File: config.mk
export PLATFORM = sky130hd
export DESIGN_NAME = char_lcd_host_interface
export DESIGN_NICKNAME = d
export VERILOG_FILES = /design/src/design/lcd_pkg.sv /design/src/design/char_lcd_host_interface.sv /design/src/design/sync2.sv
export SDC_FILE = /design/constraint.sdc
export NUM_CORES = 2
export LEC_CHECK = 0
export ABC_CLOCK_PERIOD_IN_PS = 82600
export BUFFER_PORTS_ARGS = -buffer_cell sky130_fd_sc_hd__clkbuf_2
export CAP_MARGIN = 10
export CORE_ASPECT_RATIO = 0.75
export CORE_UTILIZATION = 66
export CTS_CLUSTER_SIZE = 20
export DETAILED_ROUTE_END_ITERATION = 8
export PLACE_DENSITY = 0.8
export SYNTH_ARGS = -nofsm -noshare
export SYNTH_HDL_FRONTEND = slang
export SYNTH_SLANG_ARGS = --single-unit
File: constraint.sdc
create_clock -name ref_clk_i -period 82.6 [get_ports ref_clk_i]
set_input_delay 16.52 -clock ref_clk_i [delete_from_list [all_inputs] [get_ports ref_clk_i]]
set_output_delay 16.52 -clock ref_clk_i [all_outputs]
set_load 0.05 [all_outputs]
File: src/design/lcd_pkg.sv
// Purpose: shared constants and types of the character LCD host port
// Assumes: 20 MHz core clock
// Notes:   command bit positions are fixed here for the whole design
package lcd_pkg;
  // Timing
  localparam int CLK_NS     = 50;              // Core clock period
  localparam int CLK_KHZ    = 20000;           // Core clock rate
  localparam int OSC_KHZ    = 540;             // Nominal internal oscillator
  localparam int ACCESS_NS  = 18500;           // Longest RAM access time
  localparam int BUSY_CYC   = ACCESS_NS / CLK_NS;  // Rounds down
  localparam int SCAN_DIV   = CLK_KHZ / OSC_KHZ;   // Scan tick divider
  // Memory sizes
  localparam int DD_DEPTH   = 80;              // Display text RAM bytes
  localparam int CG_DEPTH   = 64;              // User glyph RAM rows
  localparam int ROM_CHARS  = 256;             // Glyph ROM patterns
  localparam int ROM_BITS   = ROM_CHARS * 8 * 5;   // Glyph ROM size
  localparam int SEG_N      = 40;              // Segment outputs
  localparam int COM_N      = 16;              // Common outputs
  localparam int GLYPH_W    = 5;               // Dots per glyph row
  // Display text RAM addressing
  localparam logic [6:0] DD_SIZE    = 7'h50;   // One-line length
  localparam logic [6:0] LINE_LEN   = 7'h28;   // Two-line length
  localparam logic [6:0] LINE2_SKIP = 7'h18;   // 0x40 minus 40
  localparam logic [6:0] L1_LAST    = 7'h27;   // End of first line
  localparam logic [6:0] L2_FIRST   = 7'h40;   // Start of second line
  localparam logic [6:0] L2_LAST    = 7'h67;   // End of second line
  localparam logic [6:0] ONE_LAST   = 7'h4f;   // End in one-line mode
  // Command opcode bits and fields
  localparam int CMD_DD_BIT   = 7;             // Set text RAM address
  localparam int CMD_CG_BIT   = 6;             // Set glyph RAM address
  localparam int CMD_FN_BIT   = 5;             // Function set
  localparam int CMD_SH_BIT   = 4;             // Cursor or display shift
  localparam int CMD_EN_BIT   = 2;             // Entry mode
  localparam int FN_DL_BIT    = 4;             // Bus width bit
  localparam int FN_N_BIT     = 3;             // Line count bit
  localparam int SH_SC_BIT    = 3;             // 1 shifts display
  localparam int SH_RL_BIT    = 2;             // 1 shifts right
  localparam int EN_ID_BIT    = 1;             // 1 increments
  // Reset values
  localparam logic DL_RST = 1'b1;              // 8-bit bus
  localparam logic N_RST  = 1'b0;              // One line
  localparam logic ID_RST = 1'b1;              // Increment
  // Interface select codes
  localparam logic [1:0] IF_SER4 = 2'b01;      // Four-wire serial
  localparam logic [3:0] SER_LAST = 4'h8;      // Last bit index of frame
  localparam logic [15:0] SYNC_RST = 16'h0004; // Chip select idles high

  typedef enum logic {PH_HI = 1'b0, PH_LO = 1'b1} nib_ph_t;

  typedef struct packed {
    logic register_select;                     // 1 data, 0 command
    logic rw;                                  // 1 read
    logic en;                                  // Bus enable strobe
  } par_ctl_t;

  typedef struct packed {
    logic serial_chip_select_n;                // Active low select
    logic sclk;                                // Serial clock
    logic serial_data_in;                      // Serial data
  } ser_pins_t;
endpackage

File: src/design/char_lcd_host_interface.sv
// Purpose: host port, RAMs and segment scan of a character LCD controller
// Assumes: one 20 MHz clock; every pin is asynchronous to it
// Notes:   glyph ROM content is a stand-in pattern generator
module char_lcd_host_interface
  import lcd_pkg::*;
#(
  parameter int BUSY_CYCLES = BUSY_CYC,        // Access time in clocks
  parameter int SCAN_DIVIDE = SCAN_DIV         // Scan tick divider
) (
  input  wire logic             ref_clk_i,
  input  wire logic             rst_i,
  input  wire par_ctl_t         par_ctl_i,
  input  wire logic [7:0]       db_i,
  output logic      [7:0]       db_o,
  output logic                  db_oe_o,
  input  wire logic             interface_select_hi_i,
  input  wire logic             interface_select_lo_i,
  input  wire ser_pins_t        ser_pins_i,
  output logic      [SEG_N-1:0] seg_o,
  output logic      [COM_N-1:0] com_o
);
  // Synchronised pins
  par_ctl_t     pc;                            // Bus control
  logic [7:0]   db_s;                          // Data lines
  logic [1:0]   ifs;                           // Interface select
  ser_pins_t    sp;                            // Serial pins

  sync2 #(.W(16), .RST_VAL(SYNC_RST)) u_sync (
    .ref_clk_i (ref_clk_i),
    .rst_i     (rst_i),
    .d_i       ({par_ctl_i, db_i, interface_select_hi_i,
                 interface_select_lo_i, ser_pins_i}),
    .q_o       ({pc, db_s, ifs, sp})
  );

  // Registers and state
  logic [7:0]   cmd_r;                         // Command register
  logic [7:0]   dr_r;                          // Data holding register
  logic [6:0]   ac_r;                          // RAM address counter
  logic         sel_cg_r;                      // 1 targets glyph RAM
  logic         dl_r;                          // Bus width bit
  logic         n_r;                           // Line count bit
  logic         id_r;                          // Increment mode
  logic [6:0]   off_r;                         // Display shift offset
  logic         busy_r;                        // Busy indicator
  logic [15:0]  busy_cnt_r;                    // Busy countdown
  nib_ph_t      ph_r;                          // Nibble phase
  logic [3:0]   wr_hi_r;                       // Held high nibble
  logic [7:0]   rd_byte_r;                     // Byte being read
  logic         en_d_r;                        // Delayed strobe
  logic         sclk_d_r;                      // Delayed serial clock
  logic [7:0]   ser_sh_r;                      // Serial shifter
  logic [3:0]   ser_cnt_r;                     // Serial bit count

  // Memories
  logic [7:0]   dd_mem [DD_DEPTH];             // Display text RAM
  logic [4:0]   cg_mem [CG_DEPTH];             // User glyph RAM

  // Text RAM index; second line packs after the first
  function automatic logic [6:0] dd_index(input logic [6:0] a, input logic two);
    dd_index = (two && a[6]) ? a - LINE2_SKIP : a;
  endfunction

  // Address is backed by storage in this line mode
  function automatic logic dd_ok(input logic [6:0] a, input logic two);
    dd_ok = two ? ({1'b0, a[5:0]} < LINE_LEN) : (a < DD_SIZE);
  endfunction

  // Next address counter value, with line wrap
  function automatic logic [6:0] ac_step(input logic [6:0] a, input logic up,
                                         input logic cg, input logic two);
    if (cg) begin
      ac_step = {1'b0, up ? a[5:0] + 6'h01 : a[5:0] - 6'h01};
    end else if (two) begin
      if (up) begin
        ac_step = (a == L1_LAST) ? L2_FIRST : (a == L2_LAST) ? 7'h00 : a + 7'h01;
      end else begin
        ac_step = (a == 7'h00) ? L2_LAST : (a == L2_FIRST) ? L1_LAST : a - 7'h01;
      end
    end else begin
      if (up) begin
        ac_step = (a == ONE_LAST) ? 7'h00 : a + 7'h01;
      end else begin
        ac_step = (a == 7'h00) ? ONE_LAST : a - 7'h01;
      end
    end
  endfunction

  // RAM read for prefetch into the data holding register
  function automatic logic [7:0] ram_rd(input logic [6:0] a, input logic cg,
                                        input logic two);
    if (cg) begin
      ram_rd = {3'h0, cg_mem[a[5:0]]};
    end else if (dd_ok(a, two)) begin
      ram_rd = dd_mem[dd_index(a, two)];
    end else begin
      ram_rd = 8'h00;
    end
  endfunction

  // Stand-in glyph ROM: 256 codes by 8 rows of 5 dots
  function automatic logic [4:0] rom_row(input logic [7:0] c, input logic [2:0] r);
    rom_row = (r == 3'h7) ? 5'h00 : (c[4:0] ^ {r, r[1:0]});
  endfunction

  // Mode decode
  logic par_mode;                              // Parallel bus active
  logic ser_mode;                              // Four-wire serial active
  assign par_mode = ifs[1];
  assign ser_mode = (ifs == IF_SER4);

  // Edge detection on synchronised strobes
  always_ff @(posedge ref_clk_i or posedge rst_i) begin
    if (rst_i) begin
      en_d_r   <= 1'b0;
      sclk_d_r <= 1'b0;
    end else begin
      en_d_r   <= pc.en;
      sclk_d_r <= sp.sclk;
    end
  end

  logic en_rise, en_fall, sclk_rise;           // Strobe edges
  assign en_rise   = par_mode & pc.en & ~en_d_r;
  assign en_fall   = par_mode & ~pc.en & en_d_r;
  assign sclk_rise = ser_mode & sp.sclk & ~sclk_d_r;

  // Serial receiver: register select bit then 8 data bits
  logic ser_done;                              // Frame complete
  assign ser_done = sclk_rise & ~sp.serial_chip_select_n & (ser_cnt_r == SER_LAST);

  always_ff @(posedge ref_clk_i or posedge rst_i) begin
    if (rst_i) begin
      ser_sh_r  <= 8'h00;
      ser_cnt_r <= 4'h0;
    end else if (sp.serial_chip_select_n || !ser_mode) begin
      ser_cnt_r <= 4'h0;
    end else if (sclk_rise) begin
      ser_sh_r  <= {ser_sh_r[6:0], sp.serial_data_in};
      ser_cnt_r <= ser_done ? 4'h0 : ser_cnt_r + 4'h1;
    end
  end

  // Completed byte access from either port
  logic       par_last;                        // Strobe ends a byte
  logic       acc_v, acc_rs, acc_rw;           // Access and its kind
  logic [7:0] acc_byte;                        // Written byte
  assign par_last = dl_r | (ph_r == PH_LO);
  assign acc_v    = (en_fall & par_last) | ser_done;
  assign acc_rs   = ser_done ? ser_sh_r[7] : pc.register_select;
  assign acc_rw   = ser_done ? 1'b0 : pc.rw;
  assign acc_byte = ser_done ? {ser_sh_r[6:0], sp.serial_data_in} :
                    dl_r ? db_s : {wr_hi_r, db_s[7:4]};

  logic wr_ok, cmd_wr, dat_wr, dat_rd;
  assign wr_ok  = acc_v & ~acc_rw & ~busy_r;
  assign cmd_wr = wr_ok & ~acc_rs;
  assign dat_wr = wr_ok & acc_rs;
  assign dat_rd = acc_v & acc_rw & acc_rs & ~busy_r;

  // Nibble phase and held high nibble
  always_ff @(posedge ref_clk_i or posedge rst_i) begin
    if (rst_i) begin
      ph_r    <= PH_HI;
      wr_hi_r <= 4'h0;
    end else if (dl_r || !par_mode) begin
      ph_r    <= PH_HI;
    end else if (en_fall) begin
      if (ph_r == PH_HI) begin
        wr_hi_r <= db_s[7:4];
        ph_r    <= PH_LO;
      end else begin
        ph_r    <= PH_HI;
      end
    end
  end

  // Read data driver; byte is caught on the first strobe
  logic [7:0] rd_src;                          // Byte offered to host
  assign rd_src = pc.register_select ? dr_r : {busy_r, ac_r};

  always_ff @(posedge ref_clk_i or posedge rst_i) begin
    if (rst_i) begin
      db_o      <= 8'h00;
      db_oe_o   <= 1'b0;
      rd_byte_r <= 8'h00;
    end else if (en_rise && pc.rw) begin
      db_oe_o <= 1'b1;
      if (dl_r) begin
        db_o <= rd_src;
      end else if (ph_r == PH_HI) begin
        rd_byte_r <= rd_src;
        db_o      <= {rd_src[7:4], 4'h0};
      end else begin
        db_o <= {rd_byte_r[3:0], 4'h0};
      end
    end else if (en_fall || !par_mode) begin
      db_oe_o <= 1'b0;
    end
  end

  always_ff @(posedge ref_clk_i or posedge rst_i) begin
    if (rst_i) begin
      busy_r     <= 1'b0;
      busy_cnt_r <= 16'h0000;
    end else if (wr_ok || dat_rd) begin
      busy_r     <= 1'b1;
      busy_cnt_r <= 16'(BUSY_CYCLES - 1);
    end else if (busy_r) begin
      if (busy_cnt_r == 16'h0000) begin
        busy_r <= 1'b0;
      end else begin
        busy_cnt_r <= busy_cnt_r - 16'h0001;
      end
    end
  end

  // Command register and mode bits
  always_ff @(posedge ref_clk_i or posedge rst_i) begin
    if (rst_i) begin
      cmd_r <= 8'h00;
      dl_r  <= DL_RST;
      n_r   <= N_RST;
      id_r  <= ID_RST;
      off_r <= 7'h00;
    end else if (cmd_wr) begin
      cmd_r <= acc_byte;
      if (!acc_byte[CMD_DD_BIT] && !acc_byte[CMD_CG_BIT]) begin
        if (acc_byte[CMD_FN_BIT]) begin
          dl_r  <= acc_byte[FN_DL_BIT];
          n_r   <= acc_byte[FN_N_BIT];
          off_r <= 7'h00;
        end else if (acc_byte[CMD_SH_BIT] && acc_byte[SH_SC_BIT]) begin
          if (acc_byte[SH_RL_BIT]) begin
            off_r <= (off_r == 7'h00) ? (n_r ? LINE_LEN : DD_SIZE) - 7'h01
                                      : off_r - 7'h01;
          end else begin
            off_r <= (off_r == (n_r ? LINE_LEN : DD_SIZE) - 7'h01) ? 7'h00
                                                                   : off_r + 7'h01;
          end
        end else if (acc_byte[CMD_EN_BIT] && !acc_byte[CMD_SH_BIT]) begin
          id_r <= acc_byte[EN_ID_BIT];
        end
      end
    end
  end

  // Address counter, RAM target and data holding register
  always_ff @(posedge ref_clk_i or posedge rst_i) begin
    if (rst_i) begin
      ac_r     <= 7'h00;
      sel_cg_r <= 1'b0;
      dr_r     <= 8'h00;
    end else if (cmd_wr && acc_byte[CMD_DD_BIT]) begin
      ac_r     <= acc_byte[6:0];
      sel_cg_r <= 1'b0;
      dr_r     <= ram_rd(acc_byte[6:0], 1'b0, n_r);
    end else if (cmd_wr && acc_byte[CMD_CG_BIT]) begin
      ac_r     <= {1'b0, acc_byte[5:0]};
      sel_cg_r <= 1'b1;
      dr_r     <= ram_rd({1'b0, acc_byte[5:0]}, 1'b1, n_r);
    end else if (cmd_wr && acc_byte[CMD_SH_BIT] && !acc_byte[CMD_FN_BIT]
                 && !acc_byte[SH_SC_BIT]) begin
      ac_r <= ac_step(ac_r, acc_byte[SH_RL_BIT], sel_cg_r, n_r);
    end else if (dat_wr) begin
      dr_r <= acc_byte;
      ac_r <= ac_step(ac_r, id_r, sel_cg_r, n_r);
    end else if (dat_rd) begin
      ac_r <= ac_step(ac_r, id_r, sel_cg_r, n_r);
      dr_r <= ram_rd(ac_step(ac_r, id_r, sel_cg_r, n_r), sel_cg_r, n_r);
    end
  end

  // copy written byte into RAM
  // Cleared at reset so scan and prefetch never meet unknown contents
  always_ff @(posedge ref_clk_i or posedge rst_i) begin
    if (rst_i) begin
      for (int i = 0; i < DD_DEPTH; i++) begin
        dd_mem[i] <= 8'h00;
      end
      for (int i = 0; i < CG_DEPTH; i++) begin
        cg_mem[i] <= 5'h00;
      end
    end else if (dat_wr && sel_cg_r) begin
      cg_mem[ac_r[5:0]] <= acc_byte[4:0];
    end else if (dat_wr && dd_ok(ac_r, n_r)) begin
      dd_mem[dd_index(ac_r, n_r)] <= acc_byte;
    end
  end

  // Scan tick divider
  logic [15:0] div_r;                          // Divider count
  logic        tick;                           // Scan enable pulse
  assign tick = (div_r == 16'(SCAN_DIVIDE - 1));

  always_ff @(posedge ref_clk_i or posedge rst_i) begin
    if (rst_i) begin
      div_r <= 16'h0000;
    end else begin
      div_r <= tick ? 16'h0000 : div_r + 16'h0001;
    end
  end

  // Scan position and glyph fetch
  logic [3:0]  com_r;                          // Common row index
  logic [2:0]  chr_r;                          // Character in row
  logic [2:0]  bit_r;                          // Dot in character
  logic [39:0] seg_sh_r;                       // Segment shift latches
  logic [6:0]  col_sum, col, scan_a;           // Scan addressing
  logic [7:0]  code;                           // Character code
  logic [4:0]  pat;                            // Glyph row dots
  logic        dot;                            // Dot being shifted
  logic        row_end;                        // Last dot of a row

  assign col_sum = {4'h0, chr_r} + off_r;
  assign col     = (col_sum >= (n_r ? LINE_LEN : DD_SIZE)) ?
                   col_sum - (n_r ? LINE_LEN : DD_SIZE) : col_sum;
  assign scan_a  = n_r ? {com_r[3], col[5:0]} : col;
  // Process form, so RAM writes behind the function call are seen
  always_comb begin
    code = ram_rd(scan_a, 1'b0, n_r);
  end
  // ROM unless code upper nibble zero
  assign pat     = (code[7:4] == 4'h0) ? cg_mem[{code[2:0], com_r[2:0]}]
                                       : rom_row(code, com_r[2:0]);
  assign dot     = pat[3'(GLYPH_W - 1) - bit_r];
  assign row_end = (chr_r == 3'h7) && (bit_r == 3'(GLYPH_W - 1));

  always_ff @(posedge ref_clk_i or posedge rst_i) begin
    if (rst_i) begin
      chr_r    <= 3'h0;
      bit_r    <= 3'h0;
      com_r    <= 4'h0;
      seg_sh_r <= 40'h0;
      seg_o    <= 40'h0;
      com_o    <= 16'h0000;
    end else if (tick) begin
      seg_sh_r <= {seg_sh_r[38:0], dot};
      if (bit_r == 3'(GLYPH_W - 1)) begin
        bit_r <= 3'h0;
        chr_r <= chr_r + 3'h1;
      end else begin
        bit_r <= bit_r + 3'h1;
      end
      if (row_end) begin
        seg_o <= {seg_sh_r[38:0], dot};
        com_o <= 16'h0001 << com_r;
        com_r <= (com_r == (n_r ? 4'hf : 4'h7)) ? 4'h0 : com_r + 4'h1;
      end
    end
  end

  property p_busy_len;
    @(posedge ref_clk_i) disable iff (rst_i)
    $rose(busy_r) |-> ##[369:369] busy_r ##1 !busy_r;
  endproperty
  a_busy_len: assert property (p_busy_len)
    else $error("busy length wrong");

  property p_busy_refuse;
    @(posedge ref_clk_i) disable iff (rst_i)
    (acc_v && !acc_rw && !acc_rs && busy_r) |=> $stable(cmd_r) && $stable(ac_r);
  endproperty
  a_busy_refuse: assert property (p_busy_refuse)
    else $error("command taken while busy");

  property p_status;
    @(posedge ref_clk_i) disable iff (rst_i)
    (en_rise && pc.rw && !pc.register_select && dl_r)
      |=> db_oe_o && db_o == {$past(busy_r), $past(ac_r)};
  endproperty
  a_status: assert property (p_status)
    else $error("status read wrong");

  property p_ac_load;
    @(posedge ref_clk_i) disable iff (rst_i)
    (cmd_wr && acc_byte[CMD_DD_BIT]) |=> ac_r == $past(acc_byte[6:0]) && !sel_cg_r;
  endproperty
  a_ac_load: assert property (p_ac_load)
    else $error("address not loaded");

  property p_step;
    @(posedge ref_clk_i) disable iff (rst_i)
    (dat_wr && !sel_cg_r && ac_r != 7'h00 && ac_r != L1_LAST && ac_r != L2_FIRST
     && ac_r < ONE_LAST)
      |=> ac_r == ($past(id_r) ? $past(ac_r) + 7'h01 : $past(ac_r) - 7'h01);
  endproperty
  a_step: assert property (p_step)
    else $error("counter did not step");

  property p_prefetch;
    @(posedge ref_clk_i) disable iff (rst_i)
    dat_rd ##1 !cmd_wr ##1 !dat_wr |-> dr_r == $past(ram_rd(ac_r, sel_cg_r, n_r));
  endproperty
  a_prefetch: assert property (p_prefetch)
    else $error("prefetch missing");

  property p_nibble;
    @(posedge ref_clk_i) disable iff (rst_i)
    (en_fall && !dl_r && ph_r == PH_HI) |-> !acc_v ##1 (ph_r == PH_LO);
  endproperty
  a_nibble: assert property (p_nibble)
    else $error("nibble order wrong");

  property p_serial_quiet;
    @(posedge ref_clk_i) disable iff (rst_i)
    !par_mode |=> !db_oe_o;
  endproperty
  a_serial_quiet: assert property (p_serial_quiet)
    else $error("bus driven in serial mode");

  property p_deselect;
    @(posedge ref_clk_i) disable iff (rst_i)
    sp.serial_chip_select_n |=> ser_cnt_r == 4'h0 && !ser_done;
  endproperty
  a_deselect: assert property (p_deselect)
    else $error("serial active while deselected");

  property p_latch;
    @(posedge ref_clk_i) disable iff (rst_i)
    (tick && row_end) |=> seg_o == $past({seg_sh_r[38:0], dot}) && $onehot(com_o);
  endproperty
  a_latch: assert property (p_latch)
    else $error("segment latch wrong");
endmodule // char_lcd_host_interface

File: src/design/sync2.sv
// Purpose: two-stage synchroniser for asynchronous pins
// Assumes: single clock, asynchronous active-high reset
// Notes:   first stage feeds only the second stage
module sync2 #(
  parameter int              W       = 1,
  parameter logic [W-1:0]    RST_VAL = '0
) (
  input  wire logic          ref_clk_i,
  input  wire logic          rst_i,
  input  wire logic [W-1:0]  d_i,
  output logic      [W-1:0]  q_o
);
  logic [W-1:0] meta_r;                        // First stage

  // Two flops in series
  always_ff @(posedge ref_clk_i or posedge rst_i) begin
    if (rst_i) begin
      meta_r <= RST_VAL;
      q_o    <= RST_VAL;
    end else begin
      meta_r <= d_i;
      q_o    <= meta_r;
    end
  end
endmodule // sync2

* Yosys cells after proc, flatten, opt, wreduce, memory -nomap -nowiden *
Cells that the tools add are included.

word-level totals
  output and inout bits = 65
  word-level logic and storage cells = 424
  flip-flop bits (word level) = 1188

cells by class
  equality and inequality tests = 14
  muxes and demuxes = 105
  shifts and indexed selects = 1
  add/sub/neg operators = 20
  bitwise operators = 41
  reduce and logical (&&, ||, !) cells = 52
  $lt $le $gt $ge = 20

operator list
  operator                 count
  $bwmux W640              1
  $bwmux W320              1
  $mux W7                  35
  $bmux W8 S7              3
  $mux W8                  21
  $bmux W5 S6              3
  $mux W16                 4
  $demux W8 S7             1
  $mux W5                  9
  $ge A8 B8 Y1 const B     4
  $not A7 Y8               4
  $demux W5 S6             1
  $ge A7 B7 Y1 const B     4
  $lt A7 B7 Y1 const B     4
  $not A6 Y7               4
  $sub A7 B5 Y7 const B    4
  $lt A6 B6 Y1 const B     4
  $eq A7 B7 Y1 const B     3
  $sub A7 B1 Y7 const B    3
  $mux W4                  5
  $logic_and A1 B1 Y1      18
  $mux W1                  17
  $add A16 B1 Y16 const B  1
  $and A1 B1 Y1            16
  40 further kinds         83

* Depth between registers and ports, before layout *
  word-level depth = 29
  gate-level depth with buffers = 28
  gate-level depth less buffers = 26

* Cells and area by module *
From an unflattened synthesis, not the netlist that was laid out.

unflattened totals
  cell total of the unflattened synthesis = 5811
  area total of the unflattened synthesis = 70802.9 um^2

modules (own cells, without submodules)
  module                   instances  cells each  sequential area each (um^2)  area each (um^2)
  char_lcd_host_interface  1          5778        28930.2                      69995.9
  sync2                    1          33          803.3                        807.0

* Least setup slack after synthesis *
No wires, ideal clock.

  path kind = register to output
  start = reg db_oe_o
  end = out db_oe_o
  cell stages (with the launch flop) = 1
  required time = 66.080 ns
  arrival = 0.612 ns
  path slack = 65.468 ns
  cells stage by stage = dfrtp_1

RTL lines
  what                    line                            RTL
  start, declared         char_lcd_host_interface.sv:15   output logic db_oe_o,
  start signal, assigned  char_lcd_host_interface.sv:185  db_oe_o <= 1'b0;
  start signal, assigned  char_lcd_host_interface.sv:188  db_oe_o <= 1'b1;
  start signal, assigned  char_lcd_host_interface.sv:198  db_oe_o <= 1'b0;

No word-level cell between the ends.

==> results by group <==
Hold path
  – Hold Path Sink: u_sync.q_o[4]
  – Hold WC Path Type: flip-flop to flip-flop
  – Worst Hold Launch: u_sync.meta_r[4]
  – Hold Crit Depth: 0

Timing
  – Period utilisation layout: 24.1%
  – Final setup fails: 0
  – Final slew viol count: 0
  – Post-route setup slack: approximately 63000 ps
  – Worst slew pin tran: 1490 ps
  – Max_slew headroom: 0.277%
  – Fin Setup TNS: 0 ps
  – Final Hold Viols: 0
  – Worst Skew: 35.5 ps
  – Minimum clock period: 19910 ps
  – Max Freq: 0.0502 GHz
  – RSZ-0062 raised after global routing: no

Synthesis
  – Mux contribution to synthesized area: ~28%
  – Most frequent cell after synthesis: nand2_1
  – Main combinational cell family by area after synthesis: multiplexers
  – Ys async rst share: 100%
  – YS warnings: 0
  – Post-synthesis area per instance: 10.7 um2
  – Post-synth EDFFs: 0
  – Post-synthesis cell type count: 86
  – Number of synthesized register bits: 1188
  – Post-Synthesis Cell Area: 0.0700 mm2
  – Synthesized Nets: 6600
  – Sequential cell area fraction in the yosys report: between 40% and 50%
  – Dominant cells by area after synthesis: dfrtp_1 (42%), mux4_2 (21%), nand2_1 (8.5%)
  – Post-Synth XOR/XNOR Area: less than 1%
  – Post-Synth Simple-Gate Area: 14.0%
  – Prevailing post-synth register cell: dfrtp_1
  – Adder-cell share of the synthesized area: less than 1%
  – Mapped Cells: roughly 6500
  – Synth area leader: dfrtp_1
  – Commonest cells in the netlist: nand2_1 (1588), dfrtp_1 (1184), o21ai_0 (779)
  – Yosys top cell area share: 42.3%
  – Compound-Gate Fraction of Synth Area: 10.7%

Setup path
  – Critical Path RT: 83380 ps
  – CP endpoint kind: asynchronous set/reset pin
  – Reg2Reg Depth: 23
  – WP data arrival: 20690 ps
  – R2R setup slack: 73740 ps
  – CP Launch Type: input pin
  – R2R Path End: seg_o[0]
  – Launch point of the worst reg-to-reg path: off_r[0]
  – Maximum fanout along the worst path: 114
  – WS Path Type: input pin to asynchronous set/reset pin

Pwr
  – PD cells: approximately 26 mW/mm2
  – Worst VDD drop: 0.0000749 V
  – Leakage: 31.7 nW

Clocking
  – Clock slew at reported path FFs: 60 ps
  – Clock latency on the worst-skew pair: between 700 and 800 ps
  – Cts hold-fix bufs: 0
  – Post-CTS Resized: 0
  – H-tree depth: 3
  – Clk buf depth: 3
  – CTS Buf Count: 113
  – CTS tree: yes
  – Clock sinks: ~1200
  – Clk root buf: clkbuf_16
  – Post-CTS Setup Inserts: 0

Route
  – Drt first pass iters: 9
  – Routed WL per cell: about 30 um
  – DR vias: 58600
  – Vias/cell: 7.49
  – Post-DRT Antenna Nets: 0
  – DRT iter0 DRCs: 9728
  – DRT Wirelength: 233000 um
  – Drt drc: 33

Finish
  – Filler cell count: 7172
  – Final Instance Area: 0.0752 mm2
  – Layout cell share with drive strength beyond 1: between 20 and 25%
  – Nets: 6364
  – P&R area growth vs syn: 7.44%

Die
  – Core Rows: between 100 and 150
  – Initial Util: 66.6%
  – # IOs: 83
  – Core box area: 0.105 mm2
  – DIE AREA: roughly 0.11 mm2
  – Chip Height: between 200 and 300 um
  – Die width: 378 um

Placement
  – Placed cell areas: 0.0712 mm2
  – Worst slack, placed: between 60000 and 70000 ps
  – Post-DP HPWL: 148000 um
  – Input/output buffers: between 80 and 90
  – GPL Wtd Cong: 1.02

Global route
  – Vias in the first global route: 56100
  – Largest net degree at the start of global routing: 151
  – Overall Global Routing Usage: 43.9%
  – First-pass GRT wire length: about 350000 um
  – Congestion Overflow GR: 0
  – Initial antenna violation count: 10

Run status
  – Status: finished, violations left
  – Violated checks: DRC, capacitance limit

Job
  – Max Cap Viol: 1
-- layout by cell type, fill, tap and decap left out, drive strengths merged, types with 18 or more instances in the layout --
cell type	instances
mux2	294
a21oi	128
dfrtp	1184
xnor2	34
nor3	84
a211oi	110
a31oi	54
and2	26
inv	52
a311oi	28
nand3	189
nor4	26
xor2	18
clkinv	41
or2	18
mux2i	140
nand2	1589
and3	53
mux4	667
o21ai	783
nor2	195
ha	35
buf	102
clkbuf	222
nand2b	18
nor2b	44
nand4	21
-- layer usage --
metal / track usage [%] / part of all wire (%)
met3: 22.5 / 18
met1: 61.3 / 36
met4: 16.4 / 5.1
met2: 58.1 / 41
met5: 4.45 / 0.33
-- layout make-up --
class	count	area (um2)	area share [%]
Antenna cell	5	12.5	0.0166
Clock buffer	140	3090	4.11
Clock inverter	72	885	1.18
Inverter	47	184	0.245
Multi-Input combinational cell	4775	38200	50.8
Sequential cell	1188	29700	39.5
Tap cell	1417	1770	2.36
Timing Repair Buffer	184	1320	1.75
-- kinds of logic after synthesis --
group,after synthesis
AOI/OAI and AO/OA,1277
and+or+nand+nor,2308
adders and majority gates,37
xor gates and xnor gates,52
buffers and inverters,582
DFF,1188
muxes,1101
-- state kept, by name, indices dropped and copies added, names as in the netlist, 8 cells and up --
| register | count |
|---|---|
| dd_mem | 640 |
| cg_mem | 320 |
| seg_o | 40 |
| seg_sh_r | 39 |
| busy_cnt_r | 16 |
| com_o | 16 |
| div_r | 16 |
| u_sync.meta_r | 16 |
| u_sync.q_o | 16 |
| db_o | 8 |
| dr_r | 8 |
| ser_sh_r | 8 |
-- worst max-delay path by stage --
stage                      from          end  slack, ps  depth (start not counted)
after floorplan           rst_i      ac_r[0]      32620                          1
after global placement    rst_i  dd_mem[143]      61840                          6
after detailed placement  rst_i  dd_mem[135]      61770                          6
after CTS                 rst_i  dd_mem[158]      62560                          6
after global routing      rst_i  dd_mem[158]      62040                          6
final                     rst_i  dd_mem[149]      62690                          6
-- worst max-delay path, stage by stage --
cell and delay, ps:
clkbuf_2 130, inv_8 500, buf_4 720, buf_4 920, buf_4 850, buf_4 820
-- through the flow --
stage	utilization (%)	hold WS, ps	total power [mW]	cells
floorplan	-	331	1.06	6545
global placement	67.7	350	1.31	7610
detailed placement	67.7	335	1.32	7610
CTS	71.5	358	1.87	7822
global route	71.5	366	1.95	7824
finish	71.5	352	1.93	7828
-- power breakdown --
part	internal, mW	switching (mW)
Clock	0.315	0.249
Sequential	0.594	0.0190
Combinational	0.212	0.542
No activity file was read; power rests on OpenSTA's default activity.
